## config.mk

```make
export PLATFORM = sky130hd
export DESIGN_NAME = shf_link_tx
export DESIGN_NICKNAME = d
export VERILOG_FILES = /design/src/rtl/shf_pkg.sv /design/src/rtl/shf_link_tx.sv /design/src/rtl/shf_fec_lfsr.sv /design/src/rtl/shf_apb_regs.sv
export VERILOG_INCLUDE_DIRS = /design/src /design/src/rtl
export SDC_FILE = /design/constraint.sdc
export NUM_CORES = 1
export LEC_CHECK = 0
export BUFFER_PORTS_ARGS = -buffer_cell sky130_fd_sc_hd__buf_2
export CAP_MARGIN = 25
export CORE_ASPECT_RATIO = 1.75
export CORE_MARGIN = 2
export CORE_UTILIZATION = 55
export CTS_CLUSTER_SIZE = 16
export DETAILED_ROUTE_END_ITERATION = 12
export PLACE_DENSITY_LB_ADDON = 0.2
export SKIP_CTS_REPAIR_TIMING = 1
export SYNTH_ARGS = -nofsm -noshare
export SYNTH_HDL_FRONTEND = slang
export SYNTH_SLANG_ARGS = --single-unit
```

## constraint.sdc

```tcl
create_clock -name clk -period 5.1 [get_ports clk]
set_input_delay 1.02 -clock clk [delete_from_list [all_inputs] [get_ports clk]]
set_output_delay 1.02 -clock clk [all_outputs]
set_load 0.03 [all_outputs]
```

## src/rtl/shf_defines.svh

```systemverilog
// constants for the sync header fec link layer
`ifndef SHF_DEFINES_SVH
`define SHF_DEFINES_SVH
// ---------------------------------------------------------------
// apb register map
// ---------------------------------------------------------------
`define SHF_OFS_CTRL      12'h000
`define SHF_OFS_EMPH      12'h004
`define SHF_OFS_STATUS    12'h008
`define SHF_OFS_PARITY    12'h00c
// ---------------------------------------------------------------
// field positions and values
// ---------------------------------------------------------------
`define SHF_CTRL_EN_BIT   0
`define SHF_CTRL_MODE_LO  4
`define SHF_CTRL_MODE_HI  5
`define SHF_MODE_FEC      2'h2
`define SHF_MODE_CRC      2'h0
`define SHF_EMPH_RST      4'h0
// ---------------------------------------------------------------
// sync header stream layout
// ---------------------------------------------------------------
`define SHF_POLY          26'h0220211
`define SHF_EOEMB_BIT     22
`define SHF_PAR3_BIT      23
`define SHF_PILOT         5'h10 // stream bits 31..27: only bit 31, sent last, is high
`define SHF_HDR_ONE       2'h1
`define SHF_HDR_ZERO      2'h2
`define SHF_MB_BLOCKS     32
`define SHF_BLK_BITS      64
`endif

```

## src/rtl/shf_pkg.sv

```systemverilog
// types for the sync header fec link layer
package shf_pkg;
  // one scrambled 64-bit block with its valid flag
  typedef struct packed {
    logic        valid;
    logic [63:0] data;
  } shf_blk_t;
  // one coded 66-bit block out to the serializer
  typedef struct packed {
    logic        valid;
    logic [1:0]  hdr;
    logic [63:0] data;
  } shf_tx_t;
endpackage : shf_pkg

```

## src/rtl/shf_link_tx.sv

```systemverilog
// fec sync header framer for a 64b/66b transmit lane
// ---------------------------------------------------------------
// Summary of operation
// - fec content in the sync header stream when mode select is 2
// - 26-bit parity over each multiblock, sent in the next one
// - stream bits 0..21, 23, 24..26 carry parity 25..4, 3, 2..0
// - stream bits 27..31 always carry 00001 end marker
// - stream bit 22 is 1 only in last multiblock of extended multiblock
// - parity uses generator x26+x21+x17+x9+x4+1
// - parity register cleared per multiblock, data bits only
// - no initial lane alignment sequence is sent
// - software sets serializer pre-emphasis; higher is stronger
// - enable low resets link, powers down serializer, gates clocks
// - header 01 sends 1, 10 sends 0; 32 blocks give 32 bits
// - sysref resets the lemc to a deterministic phase
// ---------------------------------------------------------------
`timescale 1ns/1ps
`default_nettype none
`include "shf_defines.svh"
module shf_link_tx #(
  parameter int EMB_MBS = 4     // multiblocks per extended multiblock
) (
  input  wire logic             clk,         // system clock, 20 MHz
  input  wire logic             resetn,      // async reset, active low
  input  wire logic             psel,        // apb select
  input  wire logic             penable,     // apb access phase
  input  wire logic             pwrite,      // apb direction
  input  wire logic [11:0]      paddr,       // apb byte address
  input  wire logic [31:0]      pwdata,      // apb write data
  output logic      [31:0]      prdata,      // apb read data
  output logic                  pready,      // apb ready
  output logic                  pslverr,     // apb error
  input  wire logic             sysref,      // lemc phase reset pulse
  input  wire shf_pkg::shf_blk_t blk_in,     // scrambled block in
  output var shf_pkg::shf_tx_t  tx_q,        // coded block out
  output logic                  ser_pd_q,    // serializer power down
  output logic                  clk_gate_q,  // link clock gate enable
  output logic      [3:0]       emph_out_q,  // pre-emphasis to driver
  output logic                  lemc_q       // lemc edge pulse
);
  localparam int EMBW = (EMB_MBS > 1) ? $clog2(EMB_MBS) : 1;

  logic        enable;
  logic [1:0]  mode;
  logic [3:0]  emph;
  logic [25:0] par_run;
  logic [25:0] par_hold_q;
  logic [25:0] par_hold_d;
  logic [31:0] shs_q;
  logic [31:0] shs_d;
  logic [4:0]  blk_q;
  logic [EMBW-1:0] mb_q;
  logic        first_q;
  logic        busy;
  logic        fec_on;
  logic        mb_start;
  logic        mb_last;
  logic        emb_last;
  logic        hdr_bit;
  logic        step;
  logic [25:0] par_sel;
  logic        lemc_hit;

  // ---------------------------------------------------------------
  // register file
  // ---------------------------------------------------------------
  shf_apb_regs u_regs (
    .clk      (clk),
    .resetn   (resetn),
    .psel     (psel),
    .penable  (penable),
    .pwrite   (pwrite),
    .paddr    (paddr),
    .pwdata   (pwdata),
    .prdata   (prdata),
    .pready   (pready),
    .pslverr  (pslverr),
    .busy     (busy),
    .parity   (par_hold_q),
    .enable_q (enable),
    .mode_q   (mode),
    .emph_q   (emph)
  );

  // ---------------------------------------------------------------
  // multiblock position
  // ---------------------------------------------------------------
  assign busy     = enable;
  assign step     = enable & blk_in.valid;
  assign mb_start = step & (blk_q == 5'h00);
  assign mb_last  = step & (blk_q == 5'(`SHF_MB_BLOCKS - 1));
  assign emb_last = mb_q == EMBW'(EMB_MBS - 1);
  assign fec_on   = mode == `SHF_MODE_FEC;
  assign lemc_hit = mb_last & emb_last;

  // parity divider, cleared at every multiblock start
  shf_fec_lfsr #(
    .W (`SHF_BLK_BITS)
  ) u_fec (
    .clk     (clk),
    .resetn  (resetn),
    .clr     (mb_start),
    .step    (step),
    .data    (blk_in.data),
    .state_q (par_run)
  );

  // ---------------------------------------------------------------
  // sync header stream word for the multiblock about to start
  // ---------------------------------------------------------------
  // parity comes from the previous multiblock; the first one has none
  // the divider still holds the finished word of the last multiblock here
  assign par_sel = (fec_on && !first_q) ? par_run : 26'h0000000;
  always_comb begin
    shs_d = 32'h0;
    // stream bit 0 goes first and carries the parity msb
    for (int i = 0; i < 22; i++) begin
      shs_d[i] = par_sel[25 - i];
    end
    shs_d[`SHF_PAR3_BIT] = par_sel[3];
    for (int i = 0; i < 3; i++) begin
      shs_d[24 + i] = par_sel[2 - i];
    end
    shs_d[`SHF_EOEMB_BIT] = (mb_q == EMBW'(EMB_MBS - 1));
    shs_d[31:27] = `SHF_PILOT;
  end

  // stream bit 0 travels first; bit index equals block index
  assign hdr_bit = (blk_q == 5'h00) ? shs_d[0] : shs_q[blk_q];
  assign par_hold_d = (mb_start && !first_q) ? par_run : par_hold_q;

  // the finished parity ends in the lfsr one edge after the last block
  // so it is caught from the running state on the following start
  always_ff @(posedge clk or negedge resetn) begin
    if (!resetn) begin
      blk_q      <= 5'h00;
      mb_q       <= '0;
      first_q    <= 1'b1;
      shs_q      <= 32'h0;
      par_hold_q <= 26'h0000000;
    end else if (!enable) begin
      blk_q      <= 5'h00;
      mb_q       <= '0;
      first_q    <= 1'b1;
      shs_q      <= 32'h0;
      par_hold_q <= 26'h0000000;
    end else begin
      if (sysref) begin
        blk_q <= 5'h00;
        mb_q  <= '0;
      end else if (step) begin
        blk_q <= blk_q + 5'h01;
        if (mb_last) begin
          mb_q    <= emb_last ? '0 : mb_q + EMBW'(1);
          first_q <= 1'b0;
        end
      end
      if (mb_start) begin
        shs_q <= shs_d;
      end
      par_hold_q <= par_hold_d;
    end
  end

  // ---------------------------------------------------------------
  // coded output, power and clock gating
  // ---------------------------------------------------------------
  // no alignment sequence: blocks flow as soon as the link is enabled
  always_ff @(posedge clk or negedge resetn) begin
    if (!resetn) begin
      tx_q       <= '0;
      ser_pd_q   <= 1'b1;
      clk_gate_q <= 1'b0;
      emph_out_q <= `SHF_EMPH_RST;
      lemc_q     <= 1'b0;
    end else begin
      tx_q.valid <= step;
      tx_q.hdr   <= hdr_bit ? `SHF_HDR_ONE : `SHF_HDR_ZERO;
      tx_q.data  <= step ? blk_in.data : 64'h0;
      ser_pd_q   <= ~enable;
      clk_gate_q <= enable;
      emph_out_q <= emph;
      lemc_q     <= lemc_hit;
    end
  end
endmodule : shf_link_tx
`default_nettype wire

```

## src/rtl/shf_fec_lfsr.sv

```systemverilog
// fec parity generator: 64 bits per cycle through the 26-bit divider
`timescale 1ns/1ps
`default_nettype none
`include "shf_defines.svh"
module shf_fec_lfsr #(
  parameter int W = 64
) (
  input  wire logic          clk,      // system clock
  input  wire logic          resetn,   // async reset, active low
  input  wire logic          clr,      // start of multiblock
  input  wire logic          step,     // a block is present
  input  wire logic [W-1:0]  data,     // scrambled block, msb first
  output logic      [25:0]   state_q   // running parity
);
  logic [25:0] seed;
  logic [25:0] nxt;

  // ---------------------------------------------------------------
  // serial divide unrolled over one block, msb first
  // ---------------------------------------------------------------
  assign seed = clr ? 26'h0000000 : state_q;
  always_comb begin
    logic fb;
    nxt = seed;
    fb  = 1'b0;
    for (int i = W - 1; i >= 0; i--) begin
      fb  = nxt[25] ^ data[i];
      nxt = {nxt[24:0], 1'b0} ^ (fb ? `SHF_POLY : 26'h0000000);
    end
  end

  // clear and first block fold into one edge, so no bubble cycle
  always_ff @(posedge clk or negedge resetn) begin
    if (!resetn) begin
      state_q <= 26'h0000000;
    end else if (step) begin
      state_q <= nxt;
    end else if (clr) begin
      state_q <= 26'h0000000;
    end
  end
endmodule : shf_fec_lfsr
`default_nettype wire

```

## src/rtl/shf_apb_regs.sv

```systemverilog
// apb slave holding control, emphasis and status registers
`timescale 1ns/1ps
`default_nettype none
`include "shf_defines.svh"
module shf_apb_regs (
  input  wire logic        clk,        // system clock
  input  wire logic        resetn,     // async reset, active low
  input  wire logic        psel,       // apb select
  input  wire logic        penable,    // apb access phase
  input  wire logic        pwrite,     // apb direction
  input  wire logic [11:0] paddr,      // apb byte address
  input  wire logic [31:0] pwdata,     // apb write data
  output logic      [31:0] prdata,     // apb read data
  output logic             pready,     // apb ready
  output logic             pslverr,    // apb error
  input  wire logic        busy,       // link active
  input  wire logic [25:0] parity,     // last finished multiblock parity
  output logic             enable_q,   // link enable
  output logic      [1:0]  mode_q,     // sync header mode select
  output logic      [3:0]  emph_q      // pre-emphasis level
);
  logic        acc;
  logic        hit_ctrl;
  logic        hit_emph;
  logic        hit_stat;
  logic        hit_par;
  logic        mapped;
  logic [31:0] rd_mux;

  // ---------------------------------------------------------------
  // decode
  // ---------------------------------------------------------------
  assign acc      = psel & penable;
  assign hit_ctrl = paddr == `SHF_OFS_CTRL;
  assign hit_emph = paddr == `SHF_OFS_EMPH;
  assign hit_stat = paddr == `SHF_OFS_STATUS;
  assign hit_par  = paddr == `SHF_OFS_PARITY;
  assign mapped   = hit_ctrl | hit_emph | hit_stat | hit_par;
  assign pready   = 1'b1;
  assign pslverr  = acc & ~mapped;
  assign rd_mux   = hit_ctrl ? {26'h0, mode_q, 3'h0, enable_q} :
                    hit_emph ? {28'h0, emph_q} :
                    hit_stat ? {31'h0, busy} :
                    hit_par  ? {6'h0, parity} : 32'h0;
  assign prdata   = acc ? rd_mux : 32'h0;

  // writes take effect in the access cycle, zero wait states
  always_ff @(posedge clk or negedge resetn) begin
    if (!resetn) begin
      enable_q <= 1'b0;
      mode_q   <= `SHF_MODE_CRC;
      emph_q   <= `SHF_EMPH_RST;
    end else if (acc && pwrite) begin
      if (hit_ctrl) begin
        enable_q <= pwdata[`SHF_CTRL_EN_BIT];
        mode_q   <= pwdata[`SHF_CTRL_MODE_HI:`SHF_CTRL_MODE_LO];
      end
      if (hit_emph) begin
        emph_q <= pwdata[3:0];
      end
    end
  end
endmodule : shf_apb_regs
`default_nettype wire

```

# == Yosys cells after proc, flatten, opt, wreduce, memory -nomap -nowiden ==
# Cells that the tools add are included.
# word_totals
ff_bits,173
latch_bits,0
mem_bits_rw,0
rom_bits,0
out_inout_bits,108
mem_count,0
# op_classes
addsub,2
multipliers,0
n_div,0
n_lt_le_gt_ge,1
n_eq_ne,13
shift,0
n_mux,93
n_bitwise,139
reduce_logical,10
# ops
operator,n
$xor 26x26->26,64
$mux 22,64
$mux 32,6
$mux 26,6
$mux 64,1
$xor 1x1->1,64
$eq 12x4->1 const B,2
$mux 5,3
$eq 12x3->1 const B,1
$logic_not 12->1,1
$mux 2,6
$ne 2x2->1 const B,5
$and 1x1->1,6
$lt 5x6->1 const B,1
$mux 1,6
$ne 3x3->1 const B,2
$reduce_and 2->1,3
$add 5x1->5 const B,1
$bmux 1 s5,1
$eq 5x5->1 const B,1
$logic_not 5->1,1
$eq 2x2->1 const B,2
$logic_and 1x1->1,3
$or 1x1->1,3
4 further kinds,5

# == Logic depth before layout (Yosys ltp) ==
# Gate-level depths: netlist (run 1).
# logic_depth
word_depth,196
ltp_mapped,16
mapped_depth_nobuf,12

# == Cells and area by module ==
# Synthesis (run 1) repeated with hierarchy kept, for this count alone.
# unflattened
cells_unflattened,890
area_unflattened_um2,9998.3
# by_module_without_submodules
mod,n_inst,cells_each,area_each_um2,seq_area_each_um2
shf_link_tx,1,467,5256.3,3405.8
shf_fec_lfsr,1,344,4021.4,650.6
shf_apb_regs,1,79,720.7,175.2

# == Worst setup path after synthesis (run 1) ==
# OpenSTA, ideal clock, no wires.
# synth_path
kind,input to register
from,input blk_in[49] (netlist name)
to,register u_fec.state_q[4]
setup_time_ps,125
arrival_time_ps,4197
path_slack_ps,779
path_stages,10
n_path_buf,0
path_cell_list,xnor3_1 -> xor2_1 -> xnor2_2 -> xor3_1 -> xnor3_2 -> xor2_1 -> xnor3_2 -> xor2_2 -> xnor3_1 -> mux2_2
# synth_between
elab_chain_cells,71
# synth_rtl
item,line_no,rtl
"start, declared",shf_link_tx.sv:34,"input wire shf_pkg::shf_blk_t blk_in,"
$xor 1x1->1 *,shf_fec_lfsr.sv:27,fb = nxt[25] ^ data[i];
$mux 22 *,shf_fec_lfsr.sv:28,"nxt = {nxt[24:0], 1'b0} ^ (fb ? `SHF_POLY : 26'h0000000);"
$xor 26x26->26 * (5 in a row),shf_fec_lfsr.sv:28,
$xor 1x1->1 or $xor 26x26->26 (tied branches),"shf_fec_lfsr.sv:27, shf_fec_lfsr.sv:28",
$mux 22 or $xor 26x26->26 (tied branches),shf_fec_lfsr.sv:28,
$xor 26x26->26 * (5 in a row),shf_fec_lfsr.sv:28,
$xor 1x1->1 or $xor 26x26->26 (tied branches),"shf_fec_lfsr.sv:27, shf_fec_lfsr.sv:28",
$mux 22 or $xor 26x26->26 (tied branches),shf_fec_lfsr.sv:28,
[... 35 more ...],--,
$xor 26x26->26 * (5 in a row),shf_fec_lfsr.sv:28,
$xor 1x1->1 or $xor 26x26->26 (tied branches),"shf_fec_lfsr.sv:27, shf_fec_lfsr.sv:28",
$mux 22 or $xor 26x26->26 (tied branches),shf_fec_lfsr.sv:28,
$xor 26x26->26 * (5 in a row),shf_fec_lfsr.sv:28,
$xor 1x1->1 or $xor 26x26->26 (tied branches),"shf_fec_lfsr.sv:27, shf_fec_lfsr.sv:28",
$mux 22 or $xor 26x26->26 (tied branches),shf_fec_lfsr.sv:28,
$xor 26x26->26 * (5 in a row),shf_fec_lfsr.sv:28,
$mux 26 *,shf_fec_lfsr.sv:36,end else if (step) begin
"end signal, assigned",shf_fec_lfsr.sv:37,state_q <= nxt;
"end, declared",shf_fec_lfsr.sv:13,output logic [25:0] state_q
# Mark *: on every way between the ends. The rest lies on a longest branch, timed or not.
# A chain may end at the register's enable or synchronous reset.

# == Final worst setup path (run 1) ==
# layout_path
from,register blk_q[1]
to,register u_fec.state_q[4]
# layout_between
elab_chain_cells,94
# layout_rtl
item,line_no,rtl
"start, declared",shf_link_tx.sv:51,logic [4:0] blk_q;
"start signal, assigned",shf_link_tx.sv:152,blk_q <= blk_q + 5'h01;
$logic_not 5->1 *,shf_link_tx.sv:90,assign mb_start = step & (blk_q == 5'h00);
$and 1x1->1 *,shf_link_tx.sv:90,
$mux 26 *,--,
$xor 26x26->26 (3 in a row),shf_fec_lfsr.sv:28,
$xor 1x1->1,shf_fec_lfsr.sv:27,
$mux 22,shf_fec_lfsr.sv:28,
$xor 26x26->26 (5 in a row),shf_fec_lfsr.sv:28,
$xor 1x1->1,shf_fec_lfsr.sv:27,
[... 64 more ...],--,
$xor 26x26->26 (5 in a row),shf_fec_lfsr.sv:28,
$xor 1x1->1,shf_fec_lfsr.sv:27,
$mux 22,shf_fec_lfsr.sv:28,
$xor 26x26->26 (5 in a row),shf_fec_lfsr.sv:28,
$xor 1x1->1,shf_fec_lfsr.sv:27,
$mux 22,shf_fec_lfsr.sv:28,
$xor 26x26->26,shf_fec_lfsr.sv:28,
$mux 26 *,shf_fec_lfsr.sv:36,
# Marked as above.

==> impl_results.md, run 1 <==
- Worst setup margin: 516 ps
- Top FF cell, synth: dfrtp_1
- Place WS: 286 ps
- Synth cell types: 47
- CP startpoint kind: register
- Design area: 0.0117 mm^2
- Status: finished, final reports clean
- Syn avg cell area: 11.3 um^2
- Detail Route Antenna Nets: 0
- Critical Path RT: 5420 ps
- Met1 Wirelength: 8.84 mm
- Most frequent cells in the layout: buf_2 (188), dfrtp_1 (166), xnor2_1 (142)
- Final period util: 89.9%
- FILL cells: 1495
- Layout area overhead: 17.6%
- Top Metal Used: met4
- WP data arrival: 4900 ps
- Antenna cells: 0
- First drt pass iteration count: 4
- CTS tree: built
- Clk_skew: 8.69 ps
- Non-Filler Instances: 1303
- Ys async rst share: 100%
- Seq/Total Area, Yosys: 42.4%
- Commonest non-fill, non-tap cell in the layout: buf_2
- Post-route DRC: 0
- Met2 wire length: 14.9 mm
- Final number of hold-violating endpoints: 0
- Total of max-cap violations: 0
- Die W: 106 um
- TritonCTS buffer count: 17
- Via count: 6985
- Largest net degree at the start of global routing: 85
- Fmax: 218 MHz
- H-tree lvl count: 4
- Max-slew headroom: 31.8%
- DR iter-0 viols: 332
- PortBufs: 189
- Post-synth EDFFs: 0
- CTS clk-pin slew, worst paths: 70 ps
- Final Critical Period: 4580 ps
- Clk root buf: clkbuf_16
- Setup-failing EPs final: 0
- Worst setup EP type: register
- Worst-path fanout max: 12
- Synth Instances: 883
- Slew @ Worst Pin: 1020 ps
- Detail-routed via count per cell: 5.36
- Layout cells sized above 1: 27.5%
- Global-route wire length before repair: 41.0 mm
- Remaining Overflow, GRT: 0
- Nets: 1175
- Mapped cell area: 0.00998 mm^2
- RSZ-0062 raised after global routing: no
- Initial core utilization: 55.8%
- FP Rows: 65
- Post-placement cell area: 0.0112 mm^2
- Total Routed Length: 26.6 mm
- Warnings, synthesis: 0
- Clk_lat worst skew: 440 ps
- # IOs: 223
- Seq. cell area: 0.00423 mm^2
- #FFs+latches synth: 169
- Routability cong.: 0.936
- Critical path type: reg2reg
- Die area: 0.0193 mm^2
- CORE AREA: 0.0179 mm^2
- Clk sink count: 169
- Hold Path Class: reg2reg
- Placed cell count: 1271
- Area of the multi-input gates: 0.00546 mm^2
- Setup TNS Final: 0 ps
- WL/cell: 20.4 um
- Bufs on Longest Clock Path: 2
- WL met3: 1.25 mm
- Slew Viols, Final: 0
- Gr usage total: 28.8%
- DP HPWL: 20.8 mm
- Die Ht: 182 um
- Vias in the first global route: 7385
- Initial antenna violation count: 0
[Yosys cell counts, drive strengths merged, types with 13 or more instances]
library cell / count / area (um^2)
o21ai: 26 / 130
dfrtp: 167 / 4180
nand2: 104 / 390
xnor2: 150 / 1370
nand3: 24 / 120
a21oi: 14 / 70.1
mux2: 13 / 146
and3: 68 / 427
and2: 21 / 131
clkbuf: 42 / 158
xnor3: 50 / 1140
buf: 23 / 131
xor2: 65 / 599
nor2: 37 / 139
a22o: 26 / 228
[registers in the layout, indices dropped and copies added (netlist names), 4 cells and up]
register,cells
blk_q,5
emph_out_q,4
par_hold_q,26
shs_q,28
tx_q,67
u_fec.state_q,26
u_regs.emph_q,4
[layout make-up]
type / count / area share (%)
inverters: 8 / 0.256
well taps: 234 / 2.49
clock inverters: 14 / 1.35
clock buffers: 18 / 3.66
repair buffers: 214 / 9.71
multi-input cells: 646 / 46.5
flip-flops and latches: 169 / 36.1
[worst paths after layout]
path                                              startpoint                          to  slack, ps  cells past startpoint
worst min-delay path            u_regs.emph_q[2]$_DFFE_PN0P_     emph_out_q[2]$_DFF_PN0_        410                      0
max in group asynchronous                             resetn       shs_q[21]$_DFFE_PN0P_       3510                      2
worst min register to register  u_regs.emph_q[2]$_DFFE_PN0P_     emph_out_q[2]$_DFF_PN0_        410                      0
worst max-delay path                    blk_q[1]$_DFFE_PN0P_  u_fec.state_q[4]$_DFF_PN0_        520                     13
min in group asynchronous                             resetn  par_hold_q[17]$_DFFE_PN0P_        640                      1
worst max register to register          blk_q[1]$_DFFE_PN0P_  u_fec.state_q[4]$_DFF_PN0_        520                     13
[critical path: stages (launching register included)]
cell     delay, ps
dfrtp_1        550
inv_1          110
ha_1           130
or3b_1         490
or3_1          460
buf_4          220
nand2_1         80
xnor2_1        180
xnor3_2        530
xnor2_1        280
xnor3_2        360
xor2_2         320
xnor3_1        480
mux2_2         270
[cell families after synthesis]
| group | Yosys count | share of synthesized area (%) |
|---|---|---|
| buf+inv | 73 | 3.20 |
| mux | 27 | 3.75 |
| simple gates | 269 | 13.2 |
| xor+xnor | 270 | 32.4 |
| compound gates | 69 | 4.53 |
| flops | 169 | 42.4 |
| other cells | 2 | 0.0753 |
| fa+ha+maj | 4 | 0.502 |
[through the flow]
stage          hold WS (ps)  utilization, %
3_3_place_gp            375            62.3
3_5_place_dp            394            62.3
4_1_cts                 407            65.6
5_1_grt                 425            65.6
6_report                409            65.6
2_1_floorplan           352               -
[layer usage]
layer  global-route usage (%)  vias up
li1                         -     3257
met1                     28.8     3415
met2                     54.8      247
met3                     4.93       66
met4                     16.5        0
met5                        0        -
Power of run 1 is left out: the tool's default activity adds up to more than one toggle a clock period on the data nets, which glitch-free logic cannot reach.
==> run 2, diff against run 1 <==
--- a/config.mk
+++ b/config.mk
@@ -10,7 +10,7 @@
 export CAP_MARGIN = 25
 export CORE_ASPECT_RATIO = 1.75
 export CORE_MARGIN = 2
-export CORE_UTILIZATION = 55
+export CORE_UTILIZATION = 40
 export CTS_CLUSTER_SIZE = 16
 export DETAILED_ROUTE_END_ITERATION = 12
 export PLACE_DENSITY_LB_ADDON = 0.2
==> impl_results.md, run 2 (synthesis gave the netlist of run 1 again) <==
- Post-route DRC: 0
- Remaining Overflow, GRT: 0
- CP startpoint kind: primary input
- Routability cong.: 0.935
- TritonCTS buffer count: 17
- Die area: 0.0263 mm^2
- Detail-routed via count per cell: 4.97
- CTS tree: built
- Critical Path RT: 5460 ps
- WL/cell: 20.6 um
- Antenna cells: 0
- Layout cells sized above 1: 27.7%
- Clk root buf: clkbuf_16
- Clk_skew: 11.4 ps
- Biggest regs: tx_q: 67 flops, shs_q: 28 flops
- Largest stage delay, worst path: 560 ps
- Status: finished, final reports clean
- Worst Setup SP: blk_in[63]
- CTS clk-pin slew, worst paths: 60 ps
- Slew @ Worst Pin: 970 ps
- Initial core utilization: 40.7%
- WP data arrival: 4750 ps
- Worst setup EP type: register
- Hold path start: u_regs.emph_q[1]$_DFFE_PN0P_
- Final number of hold-violating endpoints: 0
- H-tree lvl count: 4
- DR iter-0 viols: 315
- RSZ-0062 raised after global routing: no
- Worst-path fanout max: 4
- DP HPWL: 22.3 mm
- Via count: 6883
- FILL cells: 2335
- Global-route wire length before repair: 42.8 mm
- PortBufs: 189
- Largest Register: tx_q
- Initial antenna violation count: 0
- Final Core Density: 48.6%
- Critical path type: in2reg
- Nets: 1179
- Max-slew headroom: 35.3%
- RR Startpoint: blk_q[2]$_DFFE_PN0P_
- First drt pass iteration count: 4
- Fmax: 228 MHz
- Area of the multi-input gates: 0.00546 mm^2
- Most frequent cells in the layout: buf_2 (188), dfrtp_1 (166), xnor2_1 (142)
- Commonest non-fill, non-tap cell in the layout: buf_2
- CP Cell Sequence: buf_2, xnor2_1, xnor3_1, xnor2_1, xnor2_2, xnor2_1, xnor3_1, xnor3_1, xnor2_1, buf_4, xnor3_1, o21ai_1
- Clk_lat worst skew: 430 ps
- Max reg flops: 67
- Gr usage total: 22.4%
- CORE AREA: 0.0245 mm^2
- Bufs on Longest Clock Path: 2
- Setup-failing EPs final: 0
- Total of max-cap violations: 0
- # IOs: 223
- Hold Path Class: reg2reg
- Final Critical Period: 4390 ps
- CP max stage cell: xnor3_1
- Seq. cell area: 0.00423 mm^2
- Layout area overhead: 19.6%
- Die W: 123 um
- Slew Viols, Final: 0
- Final period util: 86.1%
- FP Rows: 76
- Largest net degree at the start of global routing: 97
- Setup TNS Final: 0 ps
- Total Routed Length: 28.5 mm
- Detail Route Antenna Nets: 0
- Vias in the first global route: 7295
- Clk sink count: 169
- Die Ht: 213 um
==> run 2: path summary, 6_finish.rpt <==
kind | to | cells past startpoint | slack, ps
max reg2reg | u_fec.state_q[4]$_DFF_PN0_ | 11 | 780
min reg2reg | emph_out_q[1]$_DFF_PN0_ | 0 | 410
min | emph_out_q[1]$_DFF_PN0_ | 0 | 410
min in group asynchronous | par_hold_q[21]$_DFFE_PN0P_ | 1 | 700
max | u_fec.state_q[24]$_DFF_PN0_ | 12 | 710
max in group asynchronous | first_q$_DFFE_PN1P_ | 2 | 3440
==> run 2: critical path, delay by kind of cell <==
| kind | cells | cell delay, ps |
|---|---|---|
| buffers and inverters | 2 | 340 |
| xor gates and xnor gates | 9 | 3260 |
| AOI/OAI and AO/OA | 1 | 110 |
==> run 2: metrics by stage <==
stage / instances / hold WS, ps / cell area [um^2] / setup WS, ps
global placement: 1352 / 379 / 11300 / 338
floorplan: 888 / 352 / 10000 / 779
finish: 1384 / 405 / 11900 / 707
detailed placement: 1352 / 382 / 11300 / 278
global route: 1384 / 420 / 11900 / 638
CTS: 1383 / 400 / 11900 / 735
==> run 2: area by class of cell <==
| cell class | count | share of cell area, % |
|---|---|---|
| tap | 312 | 3.27 |
| sequential | 169 | 35.5 |
| multi-input combinational | 646 | 45.7 |
| clock inverter | 10 | 1.38 |
| clock buffer | 21 | 3.94 |
| inverter | 8 | 0.252 |
| timing repair buffer | 218 | 9.97 |
==> run 2: layer usage <==
metal  part of all wire [%]  global-route usage [%]
met4                    4.1                    9.84
met3                    3.6                    3.50
met5                      0                       0
met1                     35                    23.4
met2                     57                    43.0
Power of run 2 is left out for the same reason.
